`config.mk`:
```
export PLATFORM = sky130hd
export DESIGN_NAME = ptpdit_bank
export DESIGN_NICKNAME = d
export VERILOG_FILES = /design/src/rtl/ptpdit_pkg.sv /design/src/rtl/ptpdit_rx_if.sv /design/src/rtl/ptpdit_msg_filter.sv /design/src/rtl/ptpdit_bank.sv
export SDC_FILE = /design/constraint.sdc
export NUM_CORES = 1
export LEC_CHECK = 0
export ABC_CLOCK_PERIOD_IN_PS = 3090
export BUFFER_PORTS_ARGS = -buffer_cell sky130_fd_sc_hd__buf_4
export CAP_MARGIN = 40
export CORE_MARGIN = 1.5
export CORE_UTILIZATION = 25
export DETAILED_ROUTE_END_ITERATION = 10
export GPL_ROUTABILITY_DRIVEN = 0
export SYNTH_ARGS = -nofsm -noshare
export SYNTH_HDL_FRONTEND = slang
export SYNTH_HIERARCHICAL = 1
export SYNTH_SLANG_ARGS = --single-unit
```
`constraint.sdc`:
```
create_clock -name clk_i -period 3.09 [get_ports clk_i]
set_clock_uncertainty 0.15 [all_clocks]
set_input_delay 0.309 -clock clk_i [delete_from_list [all_inputs] [get_ports clk_i]]
set_output_delay 0.309 -clock clk_i [all_outputs]
set_load 0.01 [all_outputs]
```
`src/rtl/ptpdit_pkg.sv`:
```
// Package: register map, field layout and reset values of the PTP index and trigger status bank
package ptpdit_pkg;
  localparam logic [11:0] VERSION_DOMAIN_OFFSET = 12'h518;
  localparam logic [11:0] UNIT_SELECT_OFFSET = 12'h520;
  localparam logic [11:0] TRIG_STATUS_OFFSET = 12'h524;
  localparam logic [11:0] DOMAIN_CHECK_OFFSET = 12'h5C0;
  localparam logic [11:0] TRIG_CONTROL_OFFSET = 12'h5C4;
  localparam logic [11:0] WINDOW_LOW = 12'h52C;
  localparam logic [11:0] WINDOW_HIGH = 12'h5B3;
  localparam int VERSION_LSB = 8;
  localparam int DOMAIN_LSB = 0;
  localparam int STAMP_SEL_BIT = 8;
  localparam int TRIG_SEL_LSB = 0;
  localparam int TRIG_ERROR_LSB = 16;
  localparam int TRIG_DONE_LSB = 0;
  localparam int NOTIFY_LSB = 8;
  localparam int TRIG_EN_LSB = 0;
  localparam int TRIG_UNITS = 3;
  localparam logic [3:0] VERSION_RESET = 4'h2;
  localparam logic [7:0] DOMAIN_RESET = 8'h00;
  localparam logic STAMP_SEL_RESET = 1'b0;
  localparam logic [1:0] TRIG_SEL_RESET = 2'h0;
  localparam logic [1:0] TRIG_SEL_RESERVED = 2'h3;
  localparam logic [2:0] TRIG_FLAGS_RESET = 3'h0;
  localparam logic DOMAIN_CHECK_RESET = 1'b0;

  typedef enum logic [2:0] {
    PTPDIT_IDLE = 3'b001,
    PTPDIT_CHECK = 3'b010,
    PTPDIT_DONE = 3'b100
  } ptpdit_rx_state_t;
endpackage

```
`src/rtl/ptpdit_rx_if.sv`:
```
// Interface: received message header fields and filter verdict
`timescale 1ns/1ps
interface ptpdit_rx_if;
  logic msg_valid;
  logic [3:0] msg_version;
  logic [7:0] msg_domain;
  logic [3:0] expected_version;
  logic [7:0] expected_domain_number;
  logic domain_check_en;
  logic verdict_valid;
  logic capture;
  logic forward_host;
  modport bank (output msg_valid, output msg_version, output msg_domain, output expected_version,
    output expected_domain_number, output domain_check_en, input verdict_valid, input capture, input forward_host);
  modport filter (input msg_valid, input msg_version, input msg_domain, input expected_version,
    input expected_domain_number, input domain_check_en, output verdict_valid, output capture, output forward_host);
endinterface

```
`src/rtl/ptpdit_msg_filter.sv`:
```
// Received time-protocol message filter on version and domain
`timescale 1ns/1ps
module ptpdit_msg_filter (
  input wire logic clk_i,
  input wire logic rst_n_i,
  ptpdit_rx_if.filter rx
);
  typedef struct packed {
    ptpdit_pkg::ptpdit_rx_state_t state;
    logic [3:0] version;
    logic [7:0] domain;
    logic verdict_valid;
    logic capture;
    logic forward_host;
  } ptpdit_filter_t;

  ptpdit_filter_t cur;
  ptpdit_filter_t next_cur;
  logic version_ok;
  logic domain_ok;

  always_comb begin
    next_cur = cur;
    next_cur.verdict_valid = 1'b0;
    version_ok = (cur.version == rx.expected_version);
    domain_ok = !rx.domain_check_en || (cur.domain == rx.expected_domain_number);
    case (cur.state)
      ptpdit_pkg::PTPDIT_IDLE: begin
        if (rx.msg_valid) begin
          next_cur.version = rx.msg_version;
          next_cur.domain = rx.msg_domain;
          next_cur.state = ptpdit_pkg::PTPDIT_CHECK;
        end
      end
      ptpdit_pkg::PTPDIT_CHECK: begin
        next_cur.capture = version_ok && domain_ok;
        next_cur.forward_host = version_ok && domain_ok;
        next_cur.verdict_valid = 1'b1;
        next_cur.state = ptpdit_pkg::PTPDIT_DONE;
      end
      ptpdit_pkg::PTPDIT_DONE: begin
        next_cur.state = ptpdit_pkg::PTPDIT_IDLE;
      end
      default: begin
        next_cur.state = ptpdit_pkg::PTPDIT_IDLE;
      end
    endcase
  end

  always_ff @(posedge clk_i) begin
    if (!rst_n_i) begin
      cur <= '{state: ptpdit_pkg::PTPDIT_IDLE, version: 4'h0, domain: 8'h00,
        verdict_valid: 1'b0, capture: 1'b0, forward_host: 1'b0};
    end else begin
      cur <= next_cur;
    end
  end

  assign rx.verdict_valid = cur.verdict_valid;
  assign rx.capture = cur.capture;
  assign rx.forward_host = cur.forward_host;
endmodule

```
`src/rtl/ptpdit_bank.sv`:
```
// Top: PTP version/domain, unit index and trigger status register bank
// Functional notes
// - A four-bit expected version in bits 11:8 resets to 0x2 and messages with that version are captured when the domain check passes.
// - Messages whose version differs from the expected version are discarded.
// - With domain checking on, capture needs the message domain to equal the eight-bit domain in bits 7:0.
// - With domain checking off, the message domain plays no part in capture.
// - With domain checking on, a matching message goes to the host port and a mismatching one is dropped.
// - Accesses from 0x052C to 0x05B3 reach only the timestamp and trigger units chosen by the index register.
// - Bit 8 of the index register picks timestamp unit 0 or 1 and resets to zero.
// - Bits 1:0 pick trigger unit 0, 1 or 2, reset to 00, and code 11 is reserved.
// - A notifying trigger unit whose time is already past sets its error flag in bits 18:16 and interrupts.
// - A unit's error flag also clears when software writes zero to that unit's trigger enable.
// - A notifying trigger unit sets its done flag in bits 2:0 when its output is made; writing one clears it.
// - Status flags reset to 000b and reserved bits 31:19 and 15:3 read zero and ignore writes.
`timescale 1ns/1ps
module ptpdit_bank (
  input wire logic clk_i,
  input wire logic rst_n_i,
  input wire logic [11:0] addr_i,
  input wire logic [31:0] wdata_i,
  input wire logic wr_i,
  input wire logic rd_i,
  output logic [31:0] rdata_o,
  input wire logic msg_valid_i,
  input wire logic [3:0] msg_version_i,
  input wire logic [7:0] msg_domain_i,
  output logic verdict_valid_o,
  output logic capture_o,
  output logic forward_host_o,
  input wire logic [2:0] trig_done_event_i,
  input wire logic [2:0] trig_late_event_i,
  output logic [2:0] trig_enable_o,
  output logic [2:0] trig_irq_request_o,
  output logic [1:0] trig_unit_select_o,
  output logic stamp_unit_select_o,
  output logic window_wr_o,
  output logic window_rd_o,
  output logic [11:0] window_addr_o,
  output logic [31:0] window_wdata_o,
  input wire logic [31:0] window_rdata_i,
  output logic trig_irq_o
);
  typedef struct packed {
    logic [3:0] expected_version;
    logic [7:0] expected_domain_number;
    logic domain_check_en;
    logic stamp_unit_select;
    logic [1:0] trig_unit_select;
    logic [2:0] trig_error;
    logic [2:0] trig_done;
    logic [2:0] trig_enable;
    logic [2:0] trig_irq_request;
    logic window_wr;
    logic window_rd;
    logic [11:0] window_addr;
    logic [31:0] window_wdata;
    logic window_rd_pending;
    logic [31:0] rdata;
    logic irq;
  } ptpdit_bank_t;

  ptpdit_bank_t cur;
  ptpdit_bank_t next_cur;
  ptpdit_rx_if rx_bus ();

  function automatic logic in_window(input logic [11:0] a);
    in_window = (a >= ptpdit_pkg::WINDOW_LOW) && (a <= ptpdit_pkg::WINDOW_HIGH);
  endfunction

  function automatic logic hit(input logic [11:0] a, input logic [11:0] base);
    hit = (a[11:2] == base[11:2]);
  endfunction

  assign rx_bus.msg_valid = msg_valid_i;
  assign rx_bus.msg_version = msg_version_i;
  assign rx_bus.msg_domain = msg_domain_i;
  assign rx_bus.expected_version = cur.expected_version;
  assign rx_bus.expected_domain_number = cur.expected_domain_number;
  assign rx_bus.domain_check_en = cur.domain_check_en;

  ptpdit_msg_filter u_filter (
    .clk_i(clk_i),
    .rst_n_i(rst_n_i),
    .rx(rx_bus)
  );

  always_comb begin
    logic [2:0] err_clear;
    logic [2:0] done_clear;
    logic [2:0] new_enable;
    err_clear = 3'h0;
    done_clear = 3'h0;
    new_enable = cur.trig_enable;
    next_cur = cur;
    next_cur.window_wr = 1'b0;
    next_cur.window_rd = 1'b0;
    next_cur.window_rd_pending = 1'b0;
    next_cur.rdata = 32'h0000_0000;
    if (wr_i) begin
      if (hit(addr_i, ptpdit_pkg::VERSION_DOMAIN_OFFSET)) begin
        next_cur.expected_version = wdata_i[ptpdit_pkg::VERSION_LSB +: 4];
        next_cur.expected_domain_number = wdata_i[ptpdit_pkg::DOMAIN_LSB +: 8];
      end
      if (hit(addr_i, ptpdit_pkg::UNIT_SELECT_OFFSET)) begin
        next_cur.stamp_unit_select = wdata_i[ptpdit_pkg::STAMP_SEL_BIT];
        next_cur.trig_unit_select = wdata_i[ptpdit_pkg::TRIG_SEL_LSB +: 2];
      end
      if (hit(addr_i, ptpdit_pkg::TRIG_STATUS_OFFSET)) begin
        err_clear = wdata_i[ptpdit_pkg::TRIG_ERROR_LSB +: 3];
        done_clear = wdata_i[ptpdit_pkg::TRIG_DONE_LSB +: 3];
      end
      if (hit(addr_i, ptpdit_pkg::DOMAIN_CHECK_OFFSET)) begin
        next_cur.domain_check_en = wdata_i[0];
      end
      if (hit(addr_i, ptpdit_pkg::TRIG_CONTROL_OFFSET)) begin
        new_enable = wdata_i[ptpdit_pkg::TRIG_EN_LSB +: 3];
        next_cur.trig_irq_request = wdata_i[ptpdit_pkg::NOTIFY_LSB +: 3];
        err_clear = err_clear | ~new_enable;
      end
      if (in_window(addr_i)) begin
        next_cur.window_wr = 1'b1;
        next_cur.window_addr = addr_i;
        next_cur.window_wdata = wdata_i;
      end
    end
    next_cur.trig_enable = new_enable;
    // Set beats clear; events only count while notify is on
    next_cur.trig_error = (cur.trig_error & ~err_clear) |
      (trig_late_event_i & cur.trig_irq_request);
    next_cur.trig_done = (cur.trig_done & ~done_clear) |
      (trig_done_event_i & cur.trig_irq_request);
    next_cur.irq = |next_cur.trig_error || |next_cur.trig_done;
    if (rd_i) begin
      if (in_window(addr_i)) begin
        next_cur.window_rd = 1'b1;
        next_cur.window_addr = addr_i;
        next_cur.window_rd_pending = 1'b1;
      end else if (hit(addr_i, ptpdit_pkg::VERSION_DOMAIN_OFFSET)) begin
        next_cur.rdata[ptpdit_pkg::VERSION_LSB +: 4] = cur.expected_version;
        next_cur.rdata[ptpdit_pkg::DOMAIN_LSB +: 8] = cur.expected_domain_number;
      end else if (hit(addr_i, ptpdit_pkg::UNIT_SELECT_OFFSET)) begin
        next_cur.rdata[ptpdit_pkg::STAMP_SEL_BIT] = cur.stamp_unit_select;
        next_cur.rdata[ptpdit_pkg::TRIG_SEL_LSB +: 2] = cur.trig_unit_select;
      end else if (hit(addr_i, ptpdit_pkg::TRIG_STATUS_OFFSET)) begin
        next_cur.rdata[ptpdit_pkg::TRIG_ERROR_LSB +: 3] = cur.trig_error;
        next_cur.rdata[ptpdit_pkg::TRIG_DONE_LSB +: 3] = cur.trig_done;
      end else if (hit(addr_i, ptpdit_pkg::DOMAIN_CHECK_OFFSET)) begin
        next_cur.rdata[0] = cur.domain_check_en;
      end else if (hit(addr_i, ptpdit_pkg::TRIG_CONTROL_OFFSET)) begin
        next_cur.rdata[ptpdit_pkg::TRIG_EN_LSB +: 3] = cur.trig_enable;
        next_cur.rdata[ptpdit_pkg::NOTIFY_LSB +: 3] = cur.trig_irq_request;
      end
    end
  end

  always_ff @(posedge clk_i) begin
    if (!rst_n_i) begin
      cur <= '{expected_version: ptpdit_pkg::VERSION_RESET,
        expected_domain_number: ptpdit_pkg::DOMAIN_RESET,
        domain_check_en: ptpdit_pkg::DOMAIN_CHECK_RESET,
        stamp_unit_select: ptpdit_pkg::STAMP_SEL_RESET,
        trig_unit_select: ptpdit_pkg::TRIG_SEL_RESET,
        trig_error: ptpdit_pkg::TRIG_FLAGS_RESET,
        trig_done: ptpdit_pkg::TRIG_FLAGS_RESET,
        trig_enable: 3'h0, trig_irq_request: 3'h0,
        window_wr: 1'b0, window_rd: 1'b0, window_addr: 12'h000,
        window_wdata: 32'h0000_0000, window_rd_pending: 1'b0,
        rdata: 32'h0000_0000, irq: 1'b0};
    end else begin
      cur <= next_cur;
    end
  end

  // Window reads answer a cycle after rd_i, in the window_rd_o strobe cycle, from the selected unit
  always_comb begin
    rdata_o = cur.window_rd_pending ? window_rdata_i : cur.rdata;
  end

  assign verdict_valid_o = rx_bus.verdict_valid;
  assign capture_o = rx_bus.capture;
  assign forward_host_o = rx_bus.forward_host;
  assign trig_enable_o = cur.trig_enable;
  assign trig_irq_request_o = cur.trig_irq_request;
  assign trig_unit_select_o = cur.trig_unit_select;
  assign stamp_unit_select_o = cur.stamp_unit_select;
  assign window_wr_o = cur.window_wr;
  assign window_rd_o = cur.window_rd;
  assign window_addr_o = cur.window_addr;
  assign window_wdata_o = cur.window_wdata;
  assign trig_irq_o = cur.irq;
endmodule

```
==> impl_results.md, run 1 <==
* Status: completed
* Area added between synthesis and finish at 32.4%
* All-layer global routing usage at 0.133
* H-tree Lvls at 3
* Longest Clk Path Bufs at 2
* Post-synth cell types at 52
* Wirelength per Cell at 15.4 um
* Multiplexer share of the synthesized area at 0.133
* RSZ-0062 raised after global routing: false
* Endpoints failing hold at 0
* FMAX at 461 MHz
* Reg2reg setup slack at 1.61 ns
* DRT iter0 DRCs at 111
* Drt drc at 0
* IO Pins at 190
* # clock sinks at 107
* Worst ir drop on vdd at 0.261 mV
* Critical path arrival at 2.26 ns
* Share of cells above drive strength 1 at 0.372
* Clock Root Buffer: clkbuf_16
* Filler instances at 1962
* Clock transition at the registers of the reported paths at 0.08 ns
* #FFs+latches synth at 107
* Register area share after synthesis at 0.445
* Antenna violations before repair at 0
* Dominant synthesized flop cell: dfxtp_1
* Commonest non-fill, non-tap cell in the layout: buf_4
* DIE HEIGHT at 142 um
* Clk_lat worst skew at 0.35 ns
* Die area at 0.0201 mm^2
* Initial Util at 0.256
* Number of max-cap violations at 0
* Simple-gate area share of the yosys netlist at 0.199
* Adder and majority gate portion of the synthesized area at 0
* Worst EP required at roughly 3.2 ns
* Core Region at 0.0188 mm^2
* Post-detail-place hpwl at 10300 um
* First-pass GRT wire length at about 20000 um
* Total negative slack at 0 ns
* Post-Synth XOR/XNOR Area at 0.0218
* First-pass DRT Iterations at 4
* CP max FO at 7
* Pin count of the biggest net entering global routing at 42
* Port bufs at 189
* Layout Nets at roughly 740
* Normalized max-slew margin at 0.503
* Largest family of logic cells by synthesized area: simple AND/OR/NAND/NOR gates
* # rows at 50
* Post-CTS Hold Buffers at 0
* Diode count at 0
* Type of origin of the critical path: input pin
* Yosys Warn Count at 6
* Synthesized Nets at between 600 and 700
* Leak at 3.08 nW
* Hold slack at 0.0318 ns
* Synthesized area at around 0.0048 mm^2
* Vias in the first global route at about 3700
* Vias/cell at 4.44
* Post-CTS resize count at 0
* Clock tree from TritonCTS: yes
* Synth Area in Compound Gates at 0.0845
* Cts bufs inserted at 9
* Avg Inst Size Synth at around 9.4 um^2
* Remaining Overflow, GRT at 0
* Commonest non-fill, non-tap cells in the layout: buf_4, dfxtp_1, nor2_1, nand2_1, mux2i_1
* Post-synth ARST share at 0
* Vias post-DR at 3914
* CP Capture Type: register
* Tmin final at roughly 2.2 ns
* Pwr per Cell Area at 448 mW/mm^2
* Hold Crit Class: in -> reg
* Kind of critical path: in -> reg
* EDFF count, synth at 0
* Die W at 142 um
* Post-Syn Instances at 514
* Max Slew Vio Count at 0
* Final ANT Viol Nets at 0
* Crit share post-route at 0.701
* Setup bufs post-CTS at 0
* Final WL at roughly 14000 um
* Final setup vio count at 0
* Worst slew pin tran at 0.739 ns
[layout make-up]
cell class,count,area [um^2],share of cell area
multi-input combinational,320,2110,0.331
clock inverter,7,86.3,0.0135
inverter,8,30.0,0.00471
clock buffer,9,225,0.0353
sequential,107,2140,0.336
tap,234,293,0.0459
timing repair buffer,196,1480,0.233
[critical path, stage by stage]
cell     delay [ns]
buf_4          0.13
or4b_4         0.57
nor3_2         0.42
nand3_1        0.16
a221o_1        0.31
o41a_1         0.36
[cell families after synthesis]
kind of cell           count (synthesis)
AND/OR/NAND/NOR                      187
AO/OA/AOI/OAI                         59
XOR/XNOR                              12
multiplexers                          62
flip-flops                           107
buffers and inverters                 87
[cells in the mapped netlist (2+ instances only)]
library cell | n | area [um^2]
and2_1 | 20 | 125
nand2_1 | 54 | 203
buf_6 | 3 | 33.8
nand4bb_1 | 2 | 22.5
dfxtp_1 | 107 | 2140
inv_1 | 7 | 26.3
xor2_1 | 10 | 87.6
buf_2 | 6 | 30.0
clkbuf_1 | 15 | 56.3
o21ai_0 | 2 | 10.0
nor3_1 | 3 | 15.0
nand4_1 | 2 | 12.5
mux2_2 | 16 | 180
a22oi_1 | 6 | 45.0
xnor2_1 | 2 | 17.5
mux2i_1 | 46 | 460
buf_4 | 54 | 405
o221ai_1 | 3 | 26.3
nor2_1 | 55 | 206
nor4b_4 | 2 | 47.6
a21oi_1 | 25 | 125
nor3b_1 | 2 | 15.0
and3_1 | 11 | 68.8
nor4_1 | 4 | 25.0
a21boi_1 | 13 | 97.6
nand3_1 | 18 | 90.1
[stage by stage]
step                setup slack [ns]  power, mW  instance area, um^2  cells   util
floorplan                      0.810       1.54                 4810    514      -
global placement               0.560       1.68                 6060    865  0.323
detailed placement             0.560       1.68                 6060    865  0.323
CTS                            0.939       2.90                 6370    881  0.340
global route                   0.816       2.98                 6370    881  0.340
finish                         0.923       2.86                 6370    881  0.340
[worst paths after layout]
check | startpoint | to | depth (start not counted)
setup / recovery | addr_i[6] | trig_irq_o$_SDFF_PN0_ | 6
hold / removal | wdata_i[29] | window_wdata_o[29]$_SDFFE_PN0P_ | 3
setup reg to reg | u_filter/cur[16]$_SDFFE_PN0P_ | u_filter/cur[11]$_SDFFE_PN0P_ | 4
hold reg to reg | u_filter/cur[5]$_SDFFE_PN0P_ | u_filter/cur[5]$_SDFFE_PN0P_ | 2
[where the power goes]
| group | internal (mW) | leakage (nW) | switching, mW |
|---|---|---|---|
| clock | 0.644 | 0.153 | 0.567 |
| sequential | 1.40 | 0.864 | 0.0124 |
| combinational | 0.127 | 2.06 | 0.109 |
[registers in the layout (all words and copies together) (netlist names)]
register / count
trig_enable_o: 3
trig_irq_request_o: 3
window_rd_o: 1
trig_irq_o: 1
rx_bus.domain_check_en: 1
window_addr_o: 12
rx_bus.expected_domain_number: 8
window_wdata_o: 32
u_filter/cur: 15
window_wr_o: 1
cur: 21
rx_bus.expected_version: 4
u_filter/rx.verdict_valid: 1
trig_unit_select_o: 2
u_filter/rx.forward_host: 1
stamp_unit_select_o: 1
[routing by layer]
metal / global-route usage / vias up / wire length, um
met5: 0 / - / 0
met2: 0.219 / 133 / 6270
met4: 0.0456 / 0 / 200
li1: - / 1967 / -
met3: 0.0358 / 14 / 912
met1: 0.167 / 1800 / 6210
Note: power is estimated with default switching activity, not from simulation.
==> inputs of run 2 (changes only) <==
- ABC_CLOCK_PERIOD_IN_PS: 3090 -> 1900
- clock period: 3.09 -> 1.9 ns (I/O delays scaled with it)
==> run 2 against run 1 <==
Net effect:
- the flow now finishes with violations (setup timing)
- sequential share of layout area shrank 3.9 points
- wire length grew 5.1%
- final area grew 13%
- power grew 66%
- via count grew 7.3%
- die area is the same
- highest routed layer unchanged
==> impl_results.md, run 2 (synthesis gave the netlist of run 1 again) <==
* Critical path arrival at 2.02 ns (was 2.26 ns)
* FMAX at 518 MHz
* Failing checks: setup timing
* Area added between synthesis and finish at 49.7% (was 32.4%)
* Share of cells above drive strength 1 at 0.386 (was 0.372)
* Clock transition at the registers of the reported paths at 0.07 ns (was 0.08 ns)
* Kind of critical path: in -> reg (unchanged)
* Vias/cell at 4.34 (was 4.44)
* Switching pwr at 1.13 mW (was 0.688 mW)
* Setup WS post-layout at -0.0295 ns (was 0.923 ns)
* Hold_sp: trig_done_event_i[0] (was wdata_i[29])
* Drt drc at 0 (unchanged)
* Worst slew pin tran at 0.501 ns (was 0.739 ns)
* DIE HEIGHT at 142 um (unchanged)
* Sequential power share at 0.484 (was 0.493)
* Remaining Overflow, GRT at 0 (unchanged)
* Cts bufs inserted at 9 (unchanged)
* Worst EP required at 1.99 ns (was 3.18 ns)
* Tmin final at 1.93 ns
* Hold Path Cell Cnt at 3 (unchanged)
* # rows at 50 (unchanged)
* Commonest non-fill, non-tap cell in the layout: buf_4 (unchanged)
* First-pass DRT Iterations at 4 (unchanged)
* Pwr per Cell Area at 657 mW/mm^2 (was 448 mW/mm^2)
* Layout Nets at 827 (was 741)
* Multi-input logic area at 0.00215 mm^2 (was 0.00211 mm^2)
* Worst ir drop on vdd at 0.431 mV (was 0.261 mV)
* Reg area at 0.00214 mm^2 (unchanged)
* Port bufs at 189 (unchanged)
* Max stage delay on crit path at 0.57 ns (about the same)
* Fin util at 0.384 (was 0.340)
* Post-route cell area at 0.00720 mm^2 (was 0.00637 mm^2)
* Crit share post-route at 1.02
* Number of max-cap violations at 0 (unchanged)
* Reg-to-reg endpoint: cur[1]$_SDFF_PP0_ (was u_filter/cur[11]$_SDFFE_PN0P_)
* Vias in the first global route at 4111 (was 3657)
* CP max FO at 4 (was 7)
* RSZ-0062 raised after global routing: true (was false)
* Clk_lat worst skew at 0.35 ns (about the same)
* Slowest cell on the critical path: or4b_4 (unchanged)
* Max Slew Vio Count at 0 (unchanged)
* Int Pwr at 3.61 mW (was 2.17 mW)
* Clock share of power at 0.409 (was 0.424)
* Core Region at 0.0188 mm^2 (unchanged)
* Place WS at -0.478 ns (was 0.560 ns)
* R2R depth at 5 (was 4)
* CP Capture Type: register (unchanged)
* Clock Root Buffer: clkbuf_16 (unchanged)
* Placed Area at 0.00636 mm^2 (was 0.00606 mm^2)
* Die area at 0.0201 mm^2 (unchanged)
* Wirelength per Cell at 14.8 um (was 15.4 um)
* Reg-to-Reg Start: rx_bus.domain_check_en$_SDFFE_PN0P_ (was u_filter/cur[16]$_SDFFE_PN0P_)
* Longest Clk Path Bufs at 2 (unchanged)
* Type of origin of the critical path: input pin (unchanged)
* Switch share at 0.238 (was 0.241)
* Final setup vio count at 1 (was 0)
* Clock tree from TritonCTS: yes (unchanged)
* Leak at 3.47 nW (was 3.08 nW)
* IO Pins at 190 (unchanged)
* Pin count of the biggest net entering global routing at 43 (was 42)
* Final WL at 14300 um (was 13600 um)
* Min-Delay Endpoint: cur[86]$_SDFF_PN0_ (was window_wdata_o[29]$_SDFFE_PN0P_)
* Hold Crit Class: in -> reg (unchanged)
* All-layer global routing usage at 0.142 (was 0.133)
* Logic pwr share at 0.107 (was 0.083)
* Initial Util at 0.256 (unchanged)
* DRT iter0 DRCs at 103 (was 111)
* # clock sinks at 107 (unchanged)
* Max reg flops at 32 (unchanged)
* Post-detail-place hpwl at 10500 um (was 10300 um)
* Filler instances at 1891 (was 1962)
* Normalized max-slew margin at 0.666 (was 0.503)
* Reg2reg setup slack at 0.45 ns (was 1.61 ns)
* Endpoints failing hold at 0 (unchanged)
* Status: finished with violations (was completed)
* Commonest non-fill, non-tap cells in the layout: buf_4, dfxtp_1, nor2_1, nand2_1, dlygate4sd3_1 (was buf_4, dfxtp_1, nor2_1, nand2_1, mux2i_1)
* Antenna violations before repair at 0 (unchanged)
* Final ANT Viol Nets at 0 (unchanged)
* Diode count at 0 (unchanged)
* Total negative slack at -0.0295 ns (was 0 ns)
* Crit-path cells: buf_6, or4b_4, or4_4, o221ai_2, nand2_1, o41a_1 (was buf_4, or4b_4, nor3_2, nand3_1, a221o_1, o41a_1)
* Vias post-DR at 4201 (was 3914)
* Die W at 142 um (unchanged)
* Final Power at 4.73 mW (was 2.86 mW)
* H-tree Lvls at 3 (unchanged)
* First-pass GRT wire length at 21600 um (was 20100 um)
==> run 2: cell types whose count changed in the layout (fill, tap and decap cells not counted), sizes merged <==
cell,delta
dlygate4sd3,+50
buf,+36
clkinv,-1
clkinvlp,+1
==> run 2: what timing repair did <==
action                                 in CTS  in global routing
pin swaps                                   2                  0
hold buffers                               50                  0
buffers inserted                            1                  0
setup endpoints to repair                   1                  2
endpoints found under the hold margin      63                  0
gates resized for setup                     6                  2
==> run 2: power by group through the flow <==
stage,logic [mW],clock network (mW),registers (mW)
after floorplan,0.165,0,2.34
after global placement,0.421,0,2.34
after detailed placement,0.423,0,2.34
after CTS,0.512,2.01,2.29
after global routing,0.552,2.09,2.29
final,0.507,1.94,2.29
==> run 2: final cells by class <==
| type | instances | share of cell area |
|---|---|---|
| repair buffers | 282 | 0.317 |
| multi-input cells | 320 | 0.299 |
| flip-flops and latches | 107 | 0.297 |
| well taps | 234 | 0.0406 |
| clock buffers | 9 | 0.0313 |
| clock inverters | 7 | 0.0106 |
| inverters | 8 | 0.00417 |
==> run 2: how the worst max path moves through the flow <==
stage	start	endpoint	slack, ns	cells past startpoint
after floorplan	addr_i[6]	trig_irq_o$_SDFF_PN0_	-0.25	5
after global placement	addr_i[6]	trig_irq_o$_SDFF_PN0_	-0.46	6
after detailed placement	addr_i[6]	trig_irq_o$_SDFF_PN0_	-0.48	6
after CTS	addr_i[4]	trig_irq_o$_SDFF_PN0_	-0.005	6
after global routing	addr_i[4]	trig_irq_o$_SDFF_PN0_	-0.06	6
final	addr_i[4]	trig_irq_o$_SDFF_PN0_	-0.03	6
==> run 2: per-stage QoR <==
stage	hold slack [ns]	std cells
6_report	0.00820	967
5_1_grt	0.0158	967
4_1_cts	0.000466	967
3_5_place_dp	0.279	900
3_3_place_gp	0.267	900
2_1_floorplan	0.112	514
==> run 2: metal layers <==
| layer | up-vias | wire length, um | global-route usage |
|---|---|---|---|
| li1 | 2141 | - | - |
| met1 | 1931 | 6320 | 0.171 |
| met2 | 117 | 6990 | 0.246 |
| met3 | 12 | 789 | 0.0331 |
| met4 | 0 | 180 | 0.0488 |
| met5 | - | 0 | 0 |
==> run 2: critical path, delay by kind of cell <==
family	cells	cell delay, ns
and+or+nand+nor	3	1.15
AOI/OAI and AO/OA	2	0.59
buffers and inverters	1	0.09
